--- config.mk ---
export PLATFORM = sky130hd
export DESIGN_NAME = osl_orientation_status
export DESIGN_NICKNAME = d
export VERILOG_FILES = /design/src/hw/osl_pkg.sv /design/src/hw/osl_orientation_status.sv
export SDC_FILE = /design/constraint.sdc
export NUM_CORES = 1
export LEC_CHECK = 0
export BUFFER_PORTS_ARGS = -buffer_cell sky130_fd_sc_hd__buf_2
export CORE_UTILIZATION = 45
export DETAILED_ROUTE_END_ITERATION = 8
export MAX_ROUTING_LAYER = met4
export PLACE_DENSITY = 0.73
export SLEW_MARGIN = 20
export SYNTH_ARGS = -nofsm -noshare
export SYNTH_HDL_FRONTEND = slang
export SYNTH_SLANG_ARGS = --single-unit
--- constraint.sdc ---
create_clock -name i_clk -period 3.7 [get_ports i_clk]
set_input_delay 0.185 -clock i_clk [delete_from_list [all_inputs] [get_ports i_clk]]
set_output_delay 0.185 -clock i_clk [all_outputs]
set_load 0.01 [all_outputs]
--- src/hw/osl_pkg.sv ---
// Purpose: constants for the orientation status logic
// Assumes: 14-bit signed acceleration samples, 4096 counts per g (2 g range)
// Notes: register offsets are byte addresses on the register port
package osl_pkg;
  localparam logic [7:0] ADDR_ORIENT_STATUS = 8'h10;
  localparam logic [7:0] ADDR_ORIENT_CFG = 8'h11;
  localparam logic [7:0] ADDR_DEBOUNCE_COUNT = 8'h12;
  localparam logic [7:0] ORIENT_STATUS_RESET = 8'h00;
  localparam logic [7:0] ORIENT_CFG_RESET = 8'h80;
  localparam logic [7:0] DEBOUNCE_COUNT_RESET = 8'h00;
  localparam int CHANGE_BIT = 7;
  localparam int FREEZE_BIT = 6;
  localparam int POSE_LO = 1;
  localparam int FACE_BIT = 0;
  localparam int CFG_DBMODE_BIT = 7;
  localparam int CFG_ENABLE_BIT = 6;
  localparam int AXIS_W = 14;
  // 1.25 g at 4096 counts per g
  localparam logic [AXIS_W-1:0] G_LIMIT = 14'h1400;
  typedef enum logic [1:0] {
    OSL_PORTRAIT_UP,
    OSL_PORTRAIT_DOWN,
    OSL_LANDSCAPE_RIGHT,
    OSL_LANDSCAPE_LEFT
  } osl_pose_t;
endpackage : osl_pkg

--- src/hw/osl_orientation_status.sv ---
// Purpose: orientation status register, change flag and debounce of pose
// Assumes: raw pose, face and tilt inputs come from the angle classifier on i_clk
// Notes: i_sample marks one new sample; register reads are one-cycle strobes
module osl_orientation_status (
  input wire logic i_clk, // 25 MHz clock
  input wire logic i_nrst, // synchronous reset, active low
  input wire logic i_active, // 1 active mode, 0 standby
  input wire logic i_rate_change, // pulse: system sample rate changed
  input wire logic i_sample, // pulse: new sample and classification
  input wire logic [1:0] i_raw_pose, // classified pose of this sample
  input wire logic i_raw_face, // classified face of this sample
  input wire logic i_raw_tilt, // tilt lockout angle exceeded this sample
  input wire logic signed [13:0] i_acc_x, // x acceleration
  input wire logic signed [13:0] i_acc_y, // y acceleration
  input wire logic signed [13:0] i_acc_z, // z acceleration
  input wire logic [7:0] i_addr, // register address
  input wire logic i_wr, // write strobe
  input wire logic [7:0] i_wdata, // write data
  input wire logic i_rd, // read strobe
  output logic [7:0] o_rdata, // read data, registered
  output logic o_irq // change interrupt level
);
  logic [7:0] cfg;
  logic [7:0] db_count;
  logic [7:0] dbcnt;
  logic [1:0] pose;
  logic face;
  logic tilt;
  logic change;
  logic first_pending;
  logic active_q;
  logic [7:0] next_dbcnt;
  logic next_change;

  // ---------------------------------------------------------------
  // decode
  // ---------------------------------------------------------------
  wire rd_status = i_rd && (i_addr == osl_pkg::ADDR_ORIENT_STATUS);
  wire wr_cfg = i_wr && (i_addr == osl_pkg::ADDR_ORIENT_CFG);
  wire wr_count = i_wr && (i_addr == osl_pkg::ADDR_DEBOUNCE_COUNT);
  wire enabled = cfg[osl_pkg::CFG_ENABLE_BIT] && i_active;
  wire mode_clear = cfg[osl_pkg::CFG_DBMODE_BIT];
  wire mode_edge = i_active != active_q;
  wire db_reset = mode_edge || i_rate_change;

  // ---------------------------------------------------------------
  // axis limit
  // ---------------------------------------------------------------
  wire [osl_pkg::AXIS_W-1:0] acc [3];
  wire [2:0] axis_over;
  assign acc[0] = i_acc_x;
  assign acc[1] = i_acc_y;
  assign acc[2] = i_acc_z;
  for (genvar g = 0; g < 3; g++) begin : g_axis
    // the most negative code folds onto itself, which still reads as above the limit
    wire [osl_pkg::AXIS_W-1:0] mag = acc[g][osl_pkg::AXIS_W-1] ? -acc[g] : acc[g];
    assign axis_over[g] = mag > osl_pkg::G_LIMIT;
  end
  wire over_g = |axis_over;

  // ---------------------------------------------------------------
  // change detect and debounce decision
  // ---------------------------------------------------------------
  wire differs = (i_raw_pose != pose) || (i_raw_face != face) || (i_raw_tilt != tilt);
  wire step = enabled && i_sample && !over_g;
  // count reaching the programmed value commits, also for a count of zero
  wire reach = (dbcnt + 8'h01 >= db_count) || (db_count == 8'h00);
  wire commit = step && (differs || first_pending) && reach;
  wire event_set = commit && (differs || first_pending);
  wire [7:0] status;
  assign status[osl_pkg::CHANGE_BIT] = change;
  assign status[osl_pkg::FREEZE_BIT] = tilt;
  assign status[osl_pkg::FREEZE_BIT-1:osl_pkg::POSE_LO+2] = '0;
  assign status[osl_pkg::POSE_LO+1:osl_pkg::POSE_LO] = pose;
  assign status[osl_pkg::FACE_BIT] = face;
  // only the two defined cfg bits read back, the rest read as zero
  wire [7:0] cfg_view = {cfg[osl_pkg::CFG_DBMODE_BIT], cfg[osl_pkg::CFG_ENABLE_BIT], 6'h00};

  // ---------------------------------------------------------------
  // debounce counter
  // ---------------------------------------------------------------
  always_comb begin
    next_dbcnt = dbcnt;
    if (db_reset || commit) begin
      next_dbcnt = 8'h00;
    end else if (step && (differs || first_pending)) begin
      next_dbcnt = (dbcnt == 8'hff) ? dbcnt : dbcnt + 8'h01;
    end else if (step) begin
      next_dbcnt = mode_clear ? 8'h00 : ((dbcnt == 8'h00) ? 8'h00 : dbcnt - 8'h01);
    end
  end

  // set beats the read clear so a coincident event survives
  always_comb begin
    next_change = change;
    if (rd_status) begin
      next_change = 1'b0;
    end
    if (event_set) begin
      next_change = 1'b1;
    end
  end

  // ---------------------------------------------------------------
  // registers
  // ---------------------------------------------------------------
  always_ff @(posedge i_clk) begin
    if (!i_nrst) begin
      cfg <= osl_pkg::ORIENT_CFG_RESET;
      db_count <= osl_pkg::DEBOUNCE_COUNT_RESET;
      dbcnt <= 8'h00;
      pose <= osl_pkg::OSL_PORTRAIT_UP;
      face <= 1'b0;
      tilt <= 1'b0;
      change <= 1'b0;
      first_pending <= 1'b0;
      active_q <= 1'b0;
      o_rdata <= osl_pkg::ORIENT_STATUS_RESET;
      o_irq <= 1'b0;
    end else begin
      if (wr_cfg) begin
        cfg <= i_wdata;
      end
      if (wr_count) begin
        db_count <= i_wdata;
      end
      active_q <= i_active;
      dbcnt <= next_dbcnt;
      // armed on each standby to active edge, retired by the commit it forces
      if (i_active && !active_q) begin
        first_pending <= 1'b1;
      end else if (commit) begin
        first_pending <= 1'b0;
      end
      // fields keep tracking even with the change flag up
      if (commit) begin
        pose <= i_raw_pose;
        face <= i_raw_face;
        tilt <= i_raw_tilt;
      end
      change <= next_change;
      // registered copy of the flag so the interrupt pin never glitches
      o_irq <= next_change;
      if (i_rd) begin
        unique case (i_addr)
          osl_pkg::ADDR_ORIENT_STATUS: o_rdata <= status;
          osl_pkg::ADDR_ORIENT_CFG: o_rdata <= cfg_view;
          osl_pkg::ADDR_DEBOUNCE_COUNT: o_rdata <= db_count;
          default: o_rdata <= 8'h00;
        endcase
      end
    end
  end

  // ---------------------------------------------------------------
  // assertions
  // ---------------------------------------------------------------
  property p_set_wins;
    @(posedge i_clk) disable iff (!i_nrst) (rd_status && event_set) |=> change;
  endproperty
  a_set_wins: assert property (p_set_wins) else $error("change lost on read");
  property p_read_clears;
    @(posedge i_clk) disable iff (!i_nrst) (rd_status && !event_set) |=> (!change && !o_irq);
  endproperty
  a_read_clears: assert property (p_read_clears) else $error("read did not clear change");
  property p_hold_over_g;
    @(posedge i_clk) disable iff (!i_nrst) over_g |=> $stable(pose);
  endproperty
  a_hold_over_g: assert property (p_hold_over_g) else $error("pose moved above g limit");
  property p_disabled;
    @(posedge i_clk) disable iff (!i_nrst) !cfg[osl_pkg::CFG_ENABLE_BIT] |=> ($stable(pose) && $stable(face));
  endproperty
  a_disabled: assert property (p_disabled) else $error("detection ran while disabled");
  property p_change_sets;
    @(posedge i_clk) disable iff (!i_nrst) (commit && differs) |=> (change && o_irq);
  endproperty
  a_change_sets: assert property (p_change_sets) else $error("change flag not set");
  property p_db_reset;
    @(posedge i_clk) disable iff (!i_nrst) db_reset |=> (dbcnt == 8'h00);
  endproperty
  a_db_reset: assert property (p_db_reset) else $error("debounce not reset");
  property p_db_clear_mode;
    @(posedge i_clk) disable iff (!i_nrst) (step && !differs && !first_pending && mode_clear) |=> (dbcnt == 8'h00);
  endproperty
  a_db_clear_mode: assert property (p_db_clear_mode) else $error("clear mode failed");
  property p_no_early_commit;
    @(posedge i_clk) disable iff (!i_nrst) (step && differs && (dbcnt + 8'h01 < db_count)) |=>
      $stable(pose) && $stable(face) && $stable(tilt);
  endproperty
  a_no_early_commit: assert property (p_no_early_commit) else $error("committed before debounce");
  property p_first_after_active;
    @(posedge i_clk) disable iff (!i_nrst) (commit && first_pending) |=> change;
  endproperty
  a_first_after_active: assert property (p_first_after_active) else $error("first detection not flagged");
  property p_fields_follow;
    @(posedge i_clk) disable iff (!i_nrst) commit |=>
      (pose == $past(i_raw_pose)) && (face == $past(i_raw_face)) && (tilt == $past(i_raw_tilt));
  endproperty
  a_fields_follow: assert property (p_fields_follow) else $error("fields not taken from the sample");
  property p_track_while_set;
    @(posedge i_clk) disable iff (!i_nrst) (commit && change) |=> (pose == $past(i_raw_pose));
  endproperty
  a_track_while_set: assert property (p_track_while_set) else $error("pose frozen by change flag");
  property p_status_view;
    @(posedge i_clk) disable iff (!i_nrst) rd_status |=>
      (o_rdata[osl_pkg::CHANGE_BIT] == $past(change)) && (o_rdata[osl_pkg::FACE_BIT] == $past(face));
  endproperty
  a_status_view: assert property (p_status_view) else $error("status read does not show the flags");
  property p_quiet_holds;
    @(posedge i_clk) disable iff (!i_nrst) (!rd_status && !event_set) |=>
      (change == $past(change)) && (o_irq == change);
  endproperty
  a_quiet_holds: assert property (p_quiet_holds) else $error("change flag moved without cause");
  c_commit: cover property (@(posedge i_clk) disable iff (!i_nrst) commit && differs);
  c_coincide: cover property (@(posedge i_clk) disable iff (!i_nrst) rd_status && event_set);
  c_over_g: cover property (@(posedge i_clk) disable iff (!i_nrst) over_g && i_sample && enabled);
  c_first: cover property (@(posedge i_clk) disable iff (!i_nrst) commit && first_pending && !differs);
  c_decrement: cover property (@(posedge i_clk) disable iff (!i_nrst)
    step && !differs && !mode_clear && (dbcnt != 8'h00));
endmodule : osl_orientation_status

; ---- Yosys cells after proc, flatten, opt, wreduce, memory -nomap -nowiden
; Cells that the tools add are included.
[classes]
eq_ne = 9
n_bitwise = 1
n_reduce_logical = 26
n_mux = 13
add_sub_neg = 5
n_lt_le_gt_ge = 4
[op_table]
columns = operator, count
row1 = $gt A14 B13 Y1 const B, 3
row2 = $mux W14, 3
row3 = $neg A14 Y14, 3
row4 = $mux W8, 5
row5 = $eq A8 B5 Y1 const B, 3
row6 = $pmux W8 S3, 1
row7 = $logic_not A8 Y1, 2
row8 = $logic_and A1 B1 Y1, 10
row9 = $add A8 B1 Y8 const B, 1
row10 = $eq A8 B8 Y1 const B, 1
row11 = $ge A8 B8 Y1, 1
row12 = $sub A8 B1 Y8 const B, 1
row13 = $logic_or A1 B1 Y1, 6
row14 = $reduce_bool A2 Y1, 3
row15 = $mux W1, 4
row16 = $ne A1 B1 Y1, 3
row17 = $reduce_or A3 Y1, 1
row18 = $logic_not A1 Y1, 2
row19 = $ne A2 B2 Y1, 1
row20 = $ne A2 B2 Y1 const B, 1
row21 = $reduce_and A2 Y1, 1
row22 = $reduce_or A2 Y1, 1
row23 = $not A1 Y1, 1
[word_totals]
regBits = 39

; ---- Logic depth before layout (Yosys ltp)
[logic_depth]
depth_word = 10
ltp_mapped = 11
ltp_nobuf = 10

; ---- Worst setup path after synthesis
; No wires, ideal clock.
[synth_timing]
path_type = reg-to-reg
start = reg dbcnt[0]
end = reg dbcnt[5]
period_less_slack_ns = 2.755
setup_time_ns = 0.151
path_stages_with_launch = 10
path_slack_ns = 0.945
t_arrival_ns = 2.604
path_buffers = 0
required_ns = 3.549
cell_sequence = dfxtp_1 ha_1 and3_1 nand3_1 xnor2_1 ha_1 nand4_1 o31a_1 o31ai_1 nor3_1
[synth_via]
elab_chain_len = 6
word_cells_on_any_way = 16
cone_classes = add/sub: 2 / order compare: 1 / eq/ne: 2 / mux: 5 / reduce/logical: 6
[synth_rtl]
columns = item, line_no
row1 = from (decl), osl_orientation_status.sv:25  ; logic [7:0] dbcnt;
row2 = from (signal assigned), osl_orientation_status.sv:128  ; dbcnt <= next_dbcnt;
row3 = $add A8 B1 Y8, "osl_orientation_status.sv:67, osl_orientation_status.sv:87"
row4 = $ge A8 B8 Y1, osl_orientation_status.sv:67  ; wire reach = (dbcnt + 8'h01 >= db_count) || (db_count == 8'h00);
row5 = $logic_or A1 B1 Y1, osl_orientation_status.sv:67
row6 = $logic_and A1 B1 Y1, osl_orientation_status.sv:68  ; wire commit = step && (differs || first_pending) && reach;
row7 = $logic_or A1 B1 Y1, osl_orientation_status.sv:84  ; if (db_reset || commit) begin
row8 = $reduce_or A2 Y1 (no source line), n/a
; Several ways; a longest one is shown, not always the timed one. The select of a mux whose other input is x is not followed.
; A chain may end at the register's enable or synchronous reset.

; ---- Worst setup path after layout
; Ends and elaborated chain as after synthesis.

==> results by group <==
Placed design
  – # port buffers: 77
  – Gp weighted congestion: 0.9187
  – HPWL Detailed: 4.249 mm
  – Area of placed instances: 2581 um^2

Timing
  – Unrepaired setup endpoints after global routing: no
  – Fin Setup TNS: 0 ps
  – Final Setup Violations: 0
  – Max_slew headroom: 33.66%
  – Tmin final: 3292 ps
  – Pins Over Slew Limit: 0
  – Worst slew pin tran: 986.6 ps
  – Final Hold Vio Count: 0
  – Fmax: 0.3037 GHz
  – Fin crit share: 88.98%
  – Clk_skew: 5.215 ps

GRT
  – Wire length of the first global-routing pass: 9.156 mm
  – Vias in the first global route: 2107
  – GRT Overall Usage: 23.29%
  – Grt total ovfl: 0
  – Largest net degree at the start of global routing: 24
  – Initial antenna violation count: 0

Die
  – Core ar.: 4504 um^2
  – Starting Density: 48.53%
  – # IOs: 78
  – Die H: 71.70 um
  – Row count: 24
  – Die area: 5140 um^2
  – Die width: 71.70 um

Final layout
  – Most common cell after layout, fill and taps aside: buf_2
  – Final instance area: 2685 um^2
  – # diodes: 0
  – Area growth, synth to finish: 22.84%
  – Layout cells sized above 1: 25.36%
  – Most frequent cells in the layout: 77 x buf_2, 35 x nor2_1, 33 x dfxtp_1, 20 x a21oi_1, 18 x nand3_1
  – # nets final: 432
  – Fillers: 395

Min path
  – Hold Path Origin: i_nrst
  – Hold endpoint: cfg[7]$_SDFFE_PN1P_
  – Tightest Hold Check Type: in2reg
  – Hold depth: 2

Clock tree
  – Setup Buffers After CTS: 0
  – TritonCTS clock tree: built
  – Post_cts resized: 0
  – Total CTS buffers: 5
  – Clk pin slew, worst setup/hold paths: 70 ps
  – Clock latency on the worst-skew pair: 280 ps
  – CTS Hold Buffers Added: 0
  – CTS root buffer: clkbuf_8
  – H-tree depth: 2
  – CTS Buffer Depth: 2
  – Clock Sinks: 33

Power and ir drop
  – Maximum vdd drop: 0.1370 mV
  – Leakage power: 1.199 nW
  – Power Density: 282.0 nW/um^2
  – Tot Pwr: 757.2 uW

Setup path
  – Crit-path max cell delay: 860 ps
  – Crit path buffers/inverters: 0
  – R2r setup slk: 410 ps
  – CP endpoint kind: register
  – CP arrival: 3420 ps
  – Critical path startpoint category: register
  – Worst R2R Path Depth: 9
  – Setup Crit Path Kind: reg2reg
  – Reg2reg start: dbcnt[0]$_SDFFE_PP0P_
  – Most used cell, CP: ha_1
  – Worst path cell trace: ha_1, and3_1, nand3_1, xnor2_1, ha_1, nand4_1, o31a_1, o31ai_1, nor3_1
  – Delay-heaviest family, CP: compound AO/OA/AOI/OAI gates
  – Critical-path maximum fanout: 9
  – CP Depth: 9
  – R2r endpoint: dbcnt[5]$_SDFFE_PP0P_
  – CP max stage cell: o31ai_1
  – CP required: 3830 ps

Synthesis
  – Predominant post-synthesis flop cell: dfxtp_1
  – Synth warn: 0
  – Sequential share of the synthesized area: 30.22%
  – Post-Syn Nets: 362
  – Synth Cell Area: 2186 um^2
  – Library cells used by synthesis: 42
  – Post-Syn Instances: 281
  – Ys async rst share: 0%
  – Syn Area/Cell: 7.779 um^2
  – Post-synth EDFFs: 0
  – Seq cells post-synth: 33

Detailed routing
  – Average routed wire per standard cell: 13.79 um
  – Post-route ant nets: 0
  – # DRC: 0
  – DRT Pass-1 Iters: 4
  – DR vias/cell: 5.677
  – Drt total wl: 5.557 mm
  – Detailed router's first-iteration violation count: 188
  – Detailed-route via count: 2288

Outcome
  – Outcome: finished clean

Run
  – Max cap viols: 0
[worst max path at each step]
stage	startpoint	end	slack (ps)
final	dbcnt[0]$_SDFFE_PP0P_	dbcnt[5]$_SDFFE_PP0P_	410
after global routing	dbcnt[0]$_SDFFE_PP0P_	dbcnt[5]$_SDFFE_PP0P_	90
after CTS	dbcnt[0]$_SDFFE_PP0P_	dbcnt[5]$_SDFFE_PP0P_	360
after detailed placement	dbcnt[0]$_SDFFE_PP0P_	dbcnt[5]$_SDFFE_PP0P_	400
after global placement	dbcnt[0]$_SDFFE_PP0P_	dbcnt[5]$_SDFFE_PP0P_	510
after floorplan	dbcnt[0]$_SDFFE_PP0P_	dbcnt[5]$_SDFFE_PP0P_	940
[state kept, by name, indices dropped and copies added, names as in the netlist]
name / cells
dbcnt: 8
cfg: 2
tilt: 1
pose: 2
active_q: 1
face: 1
first_pending: 1
change: 1
o_rdata: 8
db_count: 8
[synthesized netlist by cell type (8+ instances only)]
| cell | count | area, um^2 |
|---|---|---|
| o31ai_1 | 8 | 60.06 |
| inv_1 | 14 | 52.55 |
| dfxtp_1 | 33 | 660.6 |
| nand2_1 | 14 | 52.55 |
| nor4_1 | 10 | 62.56 |
| a21oi_1 | 20 | 100.1 |
| ha_1 | 12 | 150.1 |
| nand3_1 | 18 | 90.09 |
| clkbuf_1 | 12 | 45.04 |
| mux2i_1 | 13 | 130.1 |
| nor2_1 | 35 | 131.4 |
[metal layers]
metal	vias to the layer above	global-route usage, %	part of all wire (%)
met4	0	7.407	1.5
met1	1025	28.35	46
li1	1165	-	-
met3	9	4.782	6.3
met5	-	-	0
met2	89	38.57	47
[power breakdown]
group	switching [mW]	internal [mW]
logic	0.0348	0.0383
clock network	0.131	0.196
registers	0.000834	0.357
total	0.167	0.591
[through the flow]
stage          utilization (%)  hold slack, ps  setup slack, ps  std cells
3_5_place_dp             57.31           397.0            397.3        396
4_1_cts                  59.61           97.91            356.7        403
3_3_place_gp             57.31           395.3            514.5        396
6_report                 59.61           106.5            407.8        403
2_1_floorplan                -           256.8            944.8        281
5_1_grt                  59.61           85.66            88.66        403
[cell type report]
cell class | count | area (um^2) | area share, %
Clock inverter | 2 | 35.03 | 1.305
Clock buffer | 5 | 68.82 | 2.563
Sequential cell | 33 | 660.6 | 24.60
Multi-Input combinational cell | 218 | 1403 | 52.24
Inverter | 14 | 52.55 | 1.957
Tap cell | 52 | 65.06 | 2.423
Timing Repair Buffer | 79 | 400.4 | 14.91
[worst register-to-register path, cell delays in order (launching register included)]
cell,delay (ps)
dfxtp_1,480
ha_1,280
and3_1,210
nand3_1,160
xnor2_1,180
ha_1,300
nand4_1,120
o31a_1,400
o31ai_1,860
nor3_1,140
[logic make-up (layout without fill, tap and decap cells)]
family | Yosys count | in the layout | synth area share (%)
adder cells (fa/ha/maj) | 12 | 12 | 6.869
AO/OA/AOI/OAI | 63 | 63 | 18.95
XOR/XNOR | 13 | 13 | 5.209
buffers and inverters | 30 | 100 | 5.609
AND/OR/NAND/NOR | 117 | 117 | 27.19
flip-flops | 33 | 33 | 30.22
multiplexers | 13 | 13 | 5.953
Note: power is estimated with default switching activity, not from simulation.
